==> config.mk <==
export PLATFORM = sky130hd
export DESIGN_NAME = tch_host_port
export DESIGN_NICKNAME = d
export VERILOG_FILES = /design/src/verilog/tch_pkg.sv /design/src/verilog/tch_host_port.sv
export SDC_FILE = /design/constraint.sdc
export NUM_CORES = 1
export LEC_CHECK = 0
export BUFFER_PORTS_ARGS = -buffer_cell sky130_fd_sc_hd__buf_2
export CORE_ASPECT_RATIO = 0.7
export CORE_MARGIN = 5
export CORE_UTILIZATION = 30
export CTS_CLUSTER_DIAMETER = 120
export DETAILED_ROUTE_END_ITERATION = 10
export GPL_TIMING_DRIVEN = 0
export PLACE_DENSITY_LB_ADDON = 0.05
export SYNTH_ARGS = -nofsm -noshare
export SYNTH_HDL_FRONTEND = slang
export SYNTH_SLANG_ARGS = --single-unit
==> constraint.sdc <==
create_clock -name i_sys_clk -period 4.3 [get_ports i_sys_clk]
set_clock_uncertainty 0.1 [all_clocks]
set_input_delay 0.645 -clock i_sys_clk [delete_from_list [all_inputs] [get_ports i_sys_clk]]
set_output_delay 0.645 -clock i_sys_clk [all_outputs]
set_load 0.01 [all_outputs]
==> src/verilog/tch_pkg.sv <==
// Package: constants and types of the tape controller host port
// Summary of operation
// - Write-only control enables register at 292h
// - Mode register at 293h holds interrupt enable
// - Mode bit high selects dual-step DMA
// - Mode bit high selects diagnostic mode
// - Step select low stops clock, host steps
// - Mode bit selects drive capacity timing
// - Status at 293h: error, interrupt active low
// - Status shows filemark, cartridge swap, writing
// - Status shows internal DMA requests zero, one
// - Read done latched low, raises interrupt
// - Read error interrupts; write 291h clears
// - Read of 291h pulses read start
// - Read of 292h steps clock if selected
// - Single-step: channel 3 carries request zero when writing, request one otherwise
// - Dual-step: writes channel 3, reads channel 1
// - Write completion raises interrupt indication
// - Hard mark byte FF encodes unique code
// - Dual read: unique code sets filemark flag
// - Dual: data channel 3, block id channel 0
// - Diagnostic read data is fixed AA
// - Tape interrupt forwarded to host request line
package tch_pkg;
   localparam int         ADDR_W        = 10;
   localparam logic [9:0] ADR_DRIVE_ST  = 10'h290;
   localparam logic [9:0] ADR_STROBES   = 10'h291;
   localparam logic [9:0] ADR_CONTROL   = 10'h292;
   localparam logic [9:0] ADR_MODE_ST   = 10'h293;
   localparam logic [7:0] CTRL_RST      = 8'h00;
   localparam logic [7:0] MODE_RST      = 8'h10;
   localparam logic [7:0] MARK_BYTE     = 8'hff;
   localparam logic [9:0] MARK_CODE     = 10'h0a5;
   localparam logic [7:0] DIAG_BYTE     = 8'haa;
   localparam int         SYNC_STAGES   = 3;

   typedef struct packed {
      logic dma_ch3_route_en;
      logic write_counter_en;
      logic hard_mark_en;
      logic write_en;
      logic dma_ch1_route_en;
      logic read_gate_en;
      logic read_sequencer_en;
      logic drive_if_en;
   } tch_ctrl_t;

   typedef struct packed {
      logic       irq_en;
      logic       diag_mode;
      logic       dual_mode;
      logic       rsvd_mode;
      logic       step_clock_sel_n;
      logic       capacity_sel;
      logic [1:0] rsvd;
   } tch_mode_t;

   typedef struct packed {
      logic writing_data_flag;
      logic error_flag_n;
      logic read_done_n;
      logic filemark;
      logic cartridge_swapped;
      logic irq_n;
      logic internal_req_one;
      logic internal_req_zero;
   } tch_status_t;
endpackage

==> src/verilog/tch_host_port.sv <==
// Host port of the tape controller: registers, strobes, DMA and interrupt routing
`timescale 1ns/1ps
`default_nettype none
module tch_host_port
   import tch_pkg::*;
(
   input  wire logic              i_sys_clk,
   input  wire logic              i_reset,
   input  wire logic              i_ior_n,
   input  wire logic              i_iow_n,
   input  wire logic [ADDR_W-1:0] i_addr,
   input  wire logic [7:0]        i_host_data,
   output logic      [7:0]        o_host_data,
   output logic                   o_host_data_oe,
   input  wire logic [3:0]        i_drive_pins_n,
   input  wire logic              i_internal_req_zero,
   input  wire logic              i_internal_req_one,
   input  wire logic              i_id_req,
   input  wire logic              i_writing_data,
   input  wire logic              i_cartridge_swapped,
   input  wire logic              i_read_done,
   input  wire logic              i_read_error,
   input  wire logic              i_write_done,
   input  wire logic [9:0]        i_rd_code,
   input  wire logic              i_rd_code_valid,
   input  wire logic [7:0]        i_seq_rd_byte,
   input  wire logic [7:0]        i_wr_byte,
   input  wire logic              i_wr_byte_valid,
   output tch_ctrl_t              o_ctrl,
   output tch_mode_t              o_mode,
   output logic                   o_read_start_strobe_n,
   output logic                   o_controller_clk_en,
   output logic                   o_host_dma_req_ch3,
   output logic                   o_host_dma_req_ch1,
   output logic                   o_host_dma_req_ch0,
   output logic                   o_host_irq,
   output logic      [7:0]        o_rd_byte,
   output logic      [9:0]        o_wr_code,
   output logic                   o_wr_is_mark
);
   // Pin synchronisers; stage 0 is only read by stage 1
   logic [SYNC_STAGES-1:0] ior_s_ff, iow_s_ff, nxt_ior_s, nxt_iow_s;
   logic [3:0]             drv_s0_ff, drv_s1_ff, drv_s2_ff, drv_ff, nxt_drv;
   logic                   ior_ff, iow_ff, nxt_ior, nxt_iow;

   function automatic logic agreed(input logic [SYNC_STAGES-1:0] s, input logic old);
      agreed = (s[1] == s[2]) ? s[2] : old;
   endfunction

   always_comb begin
      nxt_ior_s = {ior_s_ff[1:0], ~i_ior_n};
      nxt_iow_s = {iow_s_ff[1:0], ~i_iow_n};
      nxt_ior   = agreed(ior_s_ff, ior_ff);
      nxt_iow   = agreed(iow_s_ff, iow_ff);
      nxt_drv   = drv_ff;
      for (int b = 0; b < 4; b++) begin
         if (drv_s1_ff[b] == drv_s2_ff[b]) begin
            nxt_drv[b] = drv_s2_ff[b];
         end
      end
   end

   always_ff @(posedge i_sys_clk) begin
      if (i_reset) begin
         ior_s_ff  <= '0;
         iow_s_ff  <= '0;
         ior_ff    <= 1'b0;
         iow_ff    <= 1'b0;
         drv_s0_ff <= 4'hf;
         drv_s1_ff <= 4'hf;
         drv_s2_ff <= 4'hf;
         drv_ff    <= 4'hf;
      end else begin
         ior_s_ff  <= nxt_ior_s;
         iow_s_ff  <= nxt_iow_s;
         ior_ff    <= nxt_ior;
         iow_ff    <= nxt_iow;
         drv_s0_ff <= i_drive_pins_n;
         drv_s1_ff <= drv_s0_ff;
         drv_s2_ff <= drv_s1_ff;
         drv_ff    <= nxt_drv;
      end
   end

   // Access starts; address held stable by the host for the whole strobe
   logic rd_start, wr_start;
   assign rd_start = nxt_ior & ~ior_ff;
   assign wr_start = nxt_iow & ~iow_ff;

   tch_ctrl_t   ctrl_ff, nxt_ctrl;
   tch_mode_t   mode_ff, nxt_mode;
   tch_status_t status;
   logic        irq_flag_ff, nxt_irq_flag, err_ff, nxt_err, done_ff, nxt_done;
   logic        mark_ff, nxt_mark, rs_ff, nxt_rs, clk_en_ff, nxt_clk_en;
   logic        ch3_ff, ch1_ff, ch0_ff, nxt_ch3, nxt_ch1, nxt_ch0;
   logic [7:0]  hdata_ff, nxt_hdata, rdb_ff, nxt_rdb;
   logic        hoe_ff, nxt_hoe, hirq_ff, nxt_hirq, wmark_ff, nxt_wmark;
   logic [9:0]  wcode_ff, nxt_wcode;

   always_comb begin
      status = '{writing_data_flag: i_writing_data,
                 error_flag_n:      ~err_ff,
                 read_done_n:       ~done_ff,
                 filemark:          mark_ff,
                 cartridge_swapped: i_cartridge_swapped,
                 irq_n:             ~irq_flag_ff,
                 internal_req_one:  i_internal_req_one,
                 internal_req_zero: i_internal_req_zero};
      nxt_ctrl = ctrl_ff;
      nxt_mode = mode_ff;
      if (wr_start && i_addr == ADR_CONTROL) begin
         nxt_ctrl = tch_ctrl_t'(i_host_data);
      end
      if (wr_start && i_addr == ADR_MODE_ST) begin
         nxt_mode = tch_mode_t'(i_host_data);
      end
      // Set wins over the host clear
      nxt_err      = i_read_error | (err_ff & ~(wr_start && i_addr == ADR_STROBES));
      nxt_irq_flag = i_read_done | i_read_error | i_write_done |
                     (irq_flag_ff & ~(wr_start && i_addr == ADR_STROBES));
      nxt_rs       = ~(rd_start && i_addr == ADR_STROBES);
      nxt_done     = i_read_done | (done_ff & nxt_rs);
      nxt_mark     = (mode_ff.dual_mode && ctrl_ff.read_gate_en && i_rd_code_valid &&
                      i_rd_code == MARK_CODE) | (mark_ff & nxt_rs);
      // Normal clock runs unless stepping is selected; then one pulse per read of 292h
      nxt_clk_en   = mode_ff.step_clock_sel_n |
                     (rd_start && i_addr == ADR_CONTROL);
      if (mode_ff.dual_mode) begin
         nxt_ch3 = ctrl_ff.dma_ch3_route_en & i_internal_req_zero;
         nxt_ch1 = ctrl_ff.dma_ch1_route_en & i_internal_req_one;
         nxt_ch0 = ctrl_ff.read_gate_en & i_id_req;
      end else begin
         nxt_ch3 = ctrl_ff.dma_ch3_route_en &
                   (ctrl_ff.write_en ? i_internal_req_zero : i_internal_req_one);
         nxt_ch1 = ctrl_ff.dma_ch1_route_en & i_internal_req_one;
         nxt_ch0 = 1'b0;
      end
      nxt_hirq  = mode_ff.irq_en & irq_flag_ff;
      nxt_hoe   = nxt_ior && (i_addr == ADR_DRIVE_ST || i_addr == ADR_MODE_ST);
      nxt_hdata = hdata_ff;
      if (rd_start) begin
         nxt_hdata = (i_addr == ADR_MODE_ST) ? status : {drv_ff, 4'h0};
      end
      nxt_rdb   = mode_ff.diag_mode ? DIAG_BYTE : i_seq_rd_byte;
      nxt_wmark = i_wr_byte_valid & ctrl_ff.hard_mark_en & (i_wr_byte == MARK_BYTE);
      nxt_wcode = nxt_wmark ? MARK_CODE : {2'h0, i_wr_byte};
   end

   always_ff @(posedge i_sys_clk) begin
      if (i_reset) begin
         ctrl_ff     <= tch_ctrl_t'(CTRL_RST);
         mode_ff     <= tch_mode_t'(MODE_RST);
         irq_flag_ff <= 1'b0;
         err_ff      <= 1'b0;
         done_ff     <= 1'b0;
         mark_ff     <= 1'b0;
         rs_ff       <= 1'b1;
         clk_en_ff   <= 1'b1;
         ch3_ff      <= 1'b0;
         ch1_ff      <= 1'b0;
         ch0_ff      <= 1'b0;
         hirq_ff     <= 1'b0;
         hoe_ff      <= 1'b0;
         hdata_ff    <= 8'h00;
         rdb_ff      <= 8'h00;
         wmark_ff    <= 1'b0;
         wcode_ff    <= 10'h000;
      end else begin
         ctrl_ff     <= nxt_ctrl;
         mode_ff     <= nxt_mode;
         irq_flag_ff <= nxt_irq_flag;
         err_ff      <= nxt_err;
         done_ff     <= nxt_done;
         mark_ff     <= nxt_mark;
         rs_ff       <= nxt_rs;
         clk_en_ff   <= nxt_clk_en;
         ch3_ff      <= nxt_ch3;
         ch1_ff      <= nxt_ch1;
         ch0_ff      <= nxt_ch0;
         hirq_ff     <= nxt_hirq;
         hoe_ff      <= nxt_hoe;
         hdata_ff    <= nxt_hdata;
         rdb_ff      <= nxt_rdb;
         wmark_ff    <= nxt_wmark;
         wcode_ff    <= nxt_wcode;
      end
   end

   assign o_ctrl                = ctrl_ff;
   assign o_mode                = mode_ff;
   assign o_read_start_strobe_n = rs_ff;
   assign o_controller_clk_en   = clk_en_ff;
   assign o_host_dma_req_ch3    = ch3_ff;
   assign o_host_dma_req_ch1    = ch1_ff;
   assign o_host_dma_req_ch0    = ch0_ff;
   assign o_host_irq            = hirq_ff;
   assign o_host_data           = hdata_ff;
   assign o_host_data_oe        = hoe_ff;
   assign o_rd_byte             = rdb_ff;
   assign o_wr_code             = wcode_ff;
   assign o_wr_is_mark          = wmark_ff;
endmodule // tch_host_port
`default_nettype wire

==> results of run 1 <==
==> synthesized netlist by cell type, types with 2 or more instances <==
library cell | instances | share of area (%)
dfxtp_1 | 76 | 58
nor2_1 | 41 | 5.9
mux2i_1 | 18 | 6.9
a21oi_1 | 15 | 2.9
nand2_1 | 13 | 1.9
or2_2 | 13 | 3.1
nor2b_1 | 10 | 2.4
and2_1 | 9 | 2.2
clkbuf_1 | 7 | 1.0
nand4_1 | 4 | 0.96
o21ai_1 | 4 | 0.77
o21bai_1 | 4 | 1.2
nand3_1 | 3 | 0.58
nor4b_1 | 3 | 1.0
a211oi_1 | 2 | 0.58
a41oi_1 | 2 | 0.67
buf_4 | 2 | 0.58
nand3b_1 | 2 | 0.58
nor3_1 | 2 | 0.38
nor4_4 | 2 | 1.6
o21ai_0 | 2 | 0.38
==> state kept, by name, indices dropped and copies added, names as in the netlist, 3 cells and up <==
| signal | cells |
|---|---|
| drv_s0_ff | 4 |
| drv_ff | 4 |
| o_host_data | 8 |
| o_wr_code | 8 |
| iow_s_ff | 3 |
| o_rd_byte | 8 |
| o_ctrl | 8 |
| o_mode | 8 |
| ior_s_ff | 3 |
| drv_s1_ff | 4 |
| drv_s2_ff | 4 |
==> worst paths after layout <==
kind                                   start           end  slack (ns)  depth (start not counted)
worst max-delay path               i_addr[8]     o_mode[4]        1.87                          6
worst min-delay path            drv_s0_ff[3]  drv_s1_ff[3]        0.31                          1
worst min register to register  drv_s0_ff[3]  drv_s1_ff[3]        0.31                          1
worst max register to register        iow_ff     o_ctrl[3]        2.42                          4
==> cells by family (layout without fill, tap and decap cells) <==
group,Yosys count,count (layout)
muxes,18,18
DFF,76,76
and+or+nand+nor,113,113
buffers and inverters,12,135
other,1,2
AOI/OAI and AO/OA,33,33
==> worst max-delay path: cells and delay by family <==
kind,cells,cell delay (ns)
buffers and inverters,2,0.26
and+or+nand+nor,3,1.35
AOI/OAI and AO/OA,1,0.28
==> layout make-up <==
type                    count  area [um^2]  area share [%]
plain buffers              11         56.3            1.56
clock buffers              12          256            7.13
clock inverters             2         35.0           0.974
inverters                   1         3.75           0.104
multi-input cells         166         1030            28.6
flip-flops and latches     76         1520            42.3
well taps                 120          150            4.17
repair buffers            109          546            15.2
==> routing by layer <==
metal | wire (um) | part of all wire (%) | GRT usage (%) | up-vias
met5 | 0 | 0 | 0 | -
met4 | 70 | 1.0 | 4.27 | 0
met3 | 615 | 9.1 | 6.91 | 8
met2 | 2690 | 40 | 18.3 | 75
met1 | 3380 | 50 | 17.9 | 951
li1 | - | - | - | 1104
==> power groups by stage <==
stage | clock network (uW) | registers, uW | logic (uW)
6_report | 745 | 728 | 84.8
5_1_grt | 800 | 730 | 95.2
4_1_cts | 764 | 728 | 86.7
3_5_place_dp | 0 | 743 | 86.4
3_3_place_gp | 0 | 743 | 85.6
2_1_floorplan | 0 | 747 | 32.0
==> metrics by stage <==
step	instance area, um^2	worst slack [ns]	hold WS, ns	power [uW]
after CTS	3600	1.87	0.309	1580
after global routing	3600	1.76	0.319	1630
after detailed placement	3310	1.53	0.296	830
final	3600	1.87	0.305	1560
after global placement	3310	1.51	0.293	829
after floorplan	2610	1.89	0.289	779
==> impl_metrics.toml, run 1 <==
[outcome]
outcome = "finished clean"

[floorplanning]
rows = 28
coreArea_um2 = 8480
dieHeight_um = 88
ioPinCount = 112
dieArea_um2 = 10700
initial_core_util_pct = 30.8
die_w_um = 121

[sta]
setup_viol = 0
period_minus_slack_ns = 2.43
final_hold_viol_count = 0
slew_headroom_pct = 42.8
worst_slew_pin_slew_ns = 0.851
final.setup.tns_ns = 0
rsz0062_at_grt = "no"
drv_slew = 0
max_freq_mhz = 412
period_share_pct = 56.5

[synthesis]
synth-edff-count = 0
synthCells = 253
avgSynthCellArea_um2 = 10.3
syn_area_um2 = 2610
synth-seq-cells = 76
synth_fa_ha_area_share_pct = 0
synth_compound_area_share_pct = 7.82
synth_warnings = 0
muxShareOfSynthArea_pct = 6.91
synth.distinct_cells = 40
synth_top_family_by_area = "simple AND/OR/NAND/NOR gates"
yosys.area_share.simple_pct = 24.5
ys_seq_area_share_pct = 58.3
synth_xor_area_share_pct = 0
synthArstFlopShare_pct = 0
ys.flop_type = "dfxtp_1"

[final_layout]
nets = 436
stdcell_count = 497
fillerInstances = 900
fin_util_pct = 42.4
final_common_cell = "buf_2"
syn2layout_area_growth_pct = 38.0
layout-drive-gt1-share_pct = 37.4
mostFrequentLayoutCells = "buf_2, dfxtp_1, nor2_1, mux2i_1, a21oi_1"
diodes = 0

[power]
p_int_uw = 1240
swShare_pct = 20.6
power_density_nw_per_um2 = 433
seq_power_share_pct = 46.7
p_clk_share_pct = 47.8
switchingPower_uw = 321
power.share.combinational_pct = 5.4
p_leak_uw = 0.00159
ir_drop_v = 0.000183

[clock_network]
cts-root-buf = "clkbuf_16"
cts_setup_buffers = 0
cts_buffers = 9
cts.path.max_buffers = 2
clk_latency_ns = 0.33
numClockSinks = 76
cts-resized-gates = 0
clk_pin_slew_ns = 0.05
htreeDepth = 3
cts_hold_buf = 0
tritoncts = "done"

[grt]
antenna_found_initial = 0
first_global_vias = 2145
overflow = 0
grt.total_usage_pct = 13.3
grt_max_degree = 12
grt_pass1_wl_um = 10700

[detailed_routing]
drtPass1Iterations = 4
wl_um = 6750
viasPerCell = 4.30
drc_errors = 0
via_count = 2138
routedWlPerCell_um = 13.6
drt_iter0_drc = 92
detail-route-antenna-nets = 0

[critical_path]
cp_max_fo = 9
cp.required_ns = 4.42
path_cells = "buf_2, or4b_1, buf_6, nor4_4, nor2b_1, a211o_1"
end_kind = "flop"
critical_path_class = "in2reg"
slowest_stage = "nor4_4"
critPathMaxStageDelay_ns = 0.71
startpoint_type = "input port"
crit_arrival_ns = 2.55

[flow_run]
drv_cap = 0

[placement]
portBuffers = 109
hpwl_um = 5120
dp_cells = 483
globalplace.congestion = 0.692

[min_path]
worstHoldPathType = "reg2reg"
No activity file was read; power rests on OpenSTA's default activity.
==> run 2: changes to the inputs <==
clock period = 2 ns   (was 4.3 ns; I/O delays follow)
==> impl_metrics.toml, run 2 (synthesized netlist as in run 1, its figures left out) <==
[grt]
grt.total_usage_pct = 13.0
grt_max_degree = 13
grt_pass1_wl_um = 10600
first_global_vias = 2161
overflow = 0
antenna_found_initial = 0

[sta]
rsz0062_at_grt = "no"
period_share_pct = 88.9
period_minus_slack_ns = 1.78
slew_headroom_pct = 44.0
max_freq_mhz = 563
final_hold_viol_count = 0
worst_slew_pin_slew_ns = 0.829
setup_viol = 0
drv_slew = 0

[critical_path]
reg2reg_depth = 4
crit_arrival_ns = 1.89
worst-r2r-setup-slack_ns = 0.28
reg2reg_to = "o_read_start_strobe_n"
critical_path_class = "in2reg"
cp.required_ns = 2.12
end_kind = "flop"
cp_max_fo = 9
startpoint_type = "input port"
rr_startpoint = "ior_s_ff[1]"

[outcome]
outcome = "finished clean"

[min_path]
min_to = "iow_s_ff[0]"
min_from = "i_iow_n"
worstHoldPathType = "in2reg"
min_path_cells = 2

[clock_network]
numClockSinks = 76
cts-resized-gates = 0
htreeDepth = 3
cts-root-buf = "clkbuf_16"
clk_latency_ns = 0.33
tritoncts = "done"
clk_pin_slew_ns = 0.06
cts_buffers = 9
cts.path.max_buffers = 2

[floorplanning]
coreArea_um2 = 8480
dieArea_um2 = 10700
initial_core_util_pct = 30.8
rows = 28
ioPinCount = 112
dieHeight_um = 88
die_w_um = 121

[final_layout]
mostFrequentLayoutCells = "buf_2, dfxtp_1, nor2_1, mux2i_1, a21oi_1"
nets = 438
fillerInstances = 879
final_common_cell = "buf_2"
final_area_um2 = 3650
layout-drive-gt1-share_pct = 38.1
stdcell_count = 501
diodes = 0
syn2layout_area_growth_pct = 40.0

[placement]
dp_cells = 483
hpwl_um = 5090
portBuffers = 109
globalplace.congestion = 0.676
placed_area_um2 = 3310

[detailed_routing]
wl_um = 6740
detail-route-antenna-nets = 0
viasPerCell = 4.32
drt_iter0_drc = 47
via_count = 2165
drc_errors = 0
drtPass1Iterations = 4
routedWlPerCell_um = 13.4

[power]
seq_power_share_pct = 46.5
swShare_pct = 20.6
p_leak_uw = 0.00161
ir_drop_v = 0.000451
p_clk_share_pct = 48.1
power.share.combinational_pct = 5.4
power_density_nw_per_um2 = 922
p_int_uw = 2670
switchingPower_uw = 694

[flow_run]
drv_cap = 0
run 2: cell count changes in the layout (fill, tap and decap cells not counted), sizes merged:
cell,before,now
clkinv,1,2
buf,113,115
clkinvlp,0,1
run 2: how the worst max path moves through the flow:
| stage | startpoint | end | slack, ns | cells past startpoint |
|---|---|---|---|---|
| floorplan | i_addr[8] | o_mode[4] | 0.004 | 5 |
| CTS | i_addr[8] | o_ctrl[7] | 0.02 | 6 |
| detailed placement | i_addr[8] | o_mode[4] | -0.36 | 6 |
| global placement | i_addr[8] | o_mode[4] | -0.37 | 6 |
| global route | i_addr[5] | o_read_start_strobe_n | 0.10 | 4 |
| finish | i_addr[8] | o_mode[4] | 0.22 | 7 |
run 2: metal layers:
layer  GRT usage (%)  share of wire [%]  vias up
li1                -                  -     1111
met1            17.1                 49      962
met2            18.7                 40       82
met3            5.62                8.9       10
met4            5.19                1.3        0
met5               0                  0        -
run 2: what timing repair did:
item	in CTS	in global routing
setup endpoints to repair	1	8
pin swaps	1	1
setup buffers	1	1
endpoints found under the hold margin	0	0
cloned	0	0
hold buffers	0	0
run 2: layout make-up:
type	instances	area, um^2	share of cell area [%]
buffer	11	56.3	1.54
clock buffer	12	256	7.03
clock inverter	4	47.5	1.30
inverter	1	3.75	0.103
multi-input combinational	166	1030	28.2
sequential	76	1520	41.7
tap	120	150	4.11
timing repair buffer	111	586	16.0
run 2: critical path, cell delays in order:
cell and delay [ns]:
buf_2 0.10, or4b_1 0.54, buf_6 0.16, nor4_4 0.30, buf_12 0.18, nor2b_1 0.05, a211o_1 0.25
run 2: stage by stage:
step                      hold WS [ns]  setup slack [ns]  utilization, %  total power, uW  setup TNS, ns
after global routing            0.0215             0.100            43.1             3500              0
after CTS                      0.00836            0.0197            42.8             3420              0
after detailed placement         0.297            -0.362            39.0             1780          -5.09
final                           0.0239             0.223            43.1             3370              0
after global placement           0.294            -0.375            39.0             1780          -5.21
after floorplan                  0.272           0.00448               -             1680              0
run 2: power groups by stage:
stage          registers (uW)  clock network (uW)  logic (uW)
5_1_grt                  1570                1720         206
6_report                 1560                1620         182
2_1_floorplan            1610                   0        69.0
4_1_cts                  1560                1670         186
3_3_place_gp             1600                   0         184
3_5_place_dp             1600                   0         185
==> run 3: changes to the inputs <==
clock period = 1.85 ns   (was 2 ns; I/O delays follow)
==> impl_metrics.toml, run 3 (synthesized netlist as in run 1, its figures left out) <==
[final_layout]
syn2layout_area_growth_pct = 40.7
final_area_um2 = 3670
layout-drive-gt1-share_pct = 38.0
final_common_cell = "buf_2"
fin_util_pct = 43.3
mostFrequentLayoutCells = "buf_2, dfxtp_1, nor2_1, mux2i_1, a21oi_1"
nets = 439
diodes = 0
fillerInstances = 892

[min_path]
min_path_cells = 2
min_to = "drv_s0_ff[1]"
min_from = "i_drive_pins_n[1]"
worstHoldPathType = "in2reg"

[detailed_routing]
routedWlPerCell_um = 13.7
drc_errors = 0
wl_um = 6860
drt_iter0_drc = 63
drtPass1Iterations = 4
via_count = 2163
viasPerCell = 4.31
detail-route-antenna-nets = 0

[floorplanning]
initial_core_util_pct = 30.8
die_w_um = 121
coreArea_um2 = 8480
ioPinCount = 112
rows = 28
dieHeight_um = 88
dieArea_um2 = 10700

[critical_path]
startpoint_type = "input port"
crit_arrival_ns = 1.82
end_kind = "flop"
worst-r2r-setup-slack_ns = 0.26
cp_max_fo = 8
critPathMaxStageDelay_ns = 0.53
reg2reg_depth = 3
reg2reg_to = "o_read_start_strobe_n"
cp.required_ns = 1.94
path_cells = "buf_2, or4b_4, buf_6, nor4_4, buf_12, mux2i_1, nor2_1"
slowest_stage = "or4b_4"
cp_top_family = "simple AND/OR/NAND/NOR gates"
path_buf_inv = 3
rr_startpoint = "ior_s_ff[1]"
critical_path_class = "in2reg"

[sta]
drv_slew = 0
rsz0062_at_grt = "no"
worst_slew_pin_slew_ns = 0.836
slew_headroom_pct = 43.5
final_hold_viol_count = 0
max_freq_mhz = 578
holdWs_ns = 0.0349
period_share_pct = 93.6
setup_viol = 0
period_minus_slack_ns = 1.73

[grt]
grt_util_met3_pct = 5.75
overflow = 0
first_global_vias = 2187
grt_max_degree = 12
grt.total_usage_pct = 13.5
grt_use_met2_pct = 18.5
antenna_found_initial = 0
grt_pass1_wl_um = 11000
grt_most_used_layer = "met1"
grt_util_met1_pct = 18.7

[placement]
hpwl_um = 5180
placed_area_um2 = 3310
portBuffers = 109
globalplace.congestion = 0.681

[power]
ir_drop_v = 0.000427
power.share.combinational_pct = 5.6
swShare_pct = 20.2
seq_power_share_pct = 47.0
p_int_uw = 2870
power_density_nw_per_um2 = 981
switchingPower_uw = 725
finalPower_uw = 3600
p_leak_uw = 0.00162
p_clk_share_pct = 47.4

[clock_network]
cts.path.max_buffers = 2
cts-resized-gates = 0
cts_buffers = 9
clk_latency_ns = 0.32
tritoncts = "done"
htreeDepth = 3
numClockSinks = 76
cts-root-buf = "clkbuf_16"
clk_pin_slew_ns = 0.06

[flow_run]
drv_cap = 0

[outcome]
outcome = "finished clean"
==> run 3: cell types whose count changed in the layout (fill, tap and decap cells not counted), sizes merged <==
cell and change:
bufinv -1, clkinv -2, dlygate4sd3 +2, clkbuf +3
clkinvlp -1
==> run 3: layout make-up <==
type                       instances  area, um^2  share of cell area (%)
timing repair buffer             113         606                    16.5
multi-input combinational        166        1030                    28.2
tap                              120         150                    4.09
sequential                        76        1520                    41.5
inverter                           1        3.75                   0.102
clock buffer                      16         302                    8.22
buffer                            10        52.6                    1.43
==> run 3: worst max-delay path by stage <==
| stage | depth (start not counted) | from | slack (ns) | to |
|---|---|---|---|---|
| detailed placement | 6 | i_addr[8] | -0.45 | o_ctrl[7] |
| finish | 7 | i_addr[8] | 0.12 | o_ctrl[7] |
| global placement | 6 | i_addr[8] | -0.43 | o_ctrl[7] |
| floorplan | 5 | i_addr[8] | -0.06 | o_mode[4] |
| CTS | 4 | ior_s_ff[1] | 0.12 | o_read_start_strobe_n |
| global route | 4 | i_addr[5] | 0.005 | o_read_start_strobe_n |
==> run 3: what timing repair did <==
item | in CTS | in global routing
setup endpoints to repair | 16 | 1
hold buffers | 2 | 0
hold endpoints to repair | 2 | 0
gates cloned | 0 | 0
buffers inserted | 2 | 0
pin swaps | 2 | 0
==> run 3: metrics by stage <==
step / worst slack, ns / setup TNS (ns) / std cells
2_1_floorplan: -0.0646 / -0.607 / 254
3_3_place_gp: -0.428 / -7.32 / 483
3_5_place_dp: -0.447 / -7.57 / 483
4_1_cts: 0.123 / 0 / 503
5_1_grt: 0.00451 / 0 / 502
6_report: 0.119 / 0 / 502
==> run 3: per-layer routing <==
metal / wire [um] / share of wire, %
met1: 3480 / 51
met2: 2730 / 40
met3: 576 / 8.4
met4: 76 / 1.1
met5: 0 / 0
==> run 3: power groups by stage <==
stage / logic (uW) / registers, uW / clock network, uW
final: 202 / 1690 / 1700
after global routing: 228 / 1700 / 1850
after CTS: 207 / 1690 / 1770
after detailed placement: 203 / 1730 / 0
after global placement: 201 / 1730 / 0
after floorplan: 75.1 / 1740 / 0
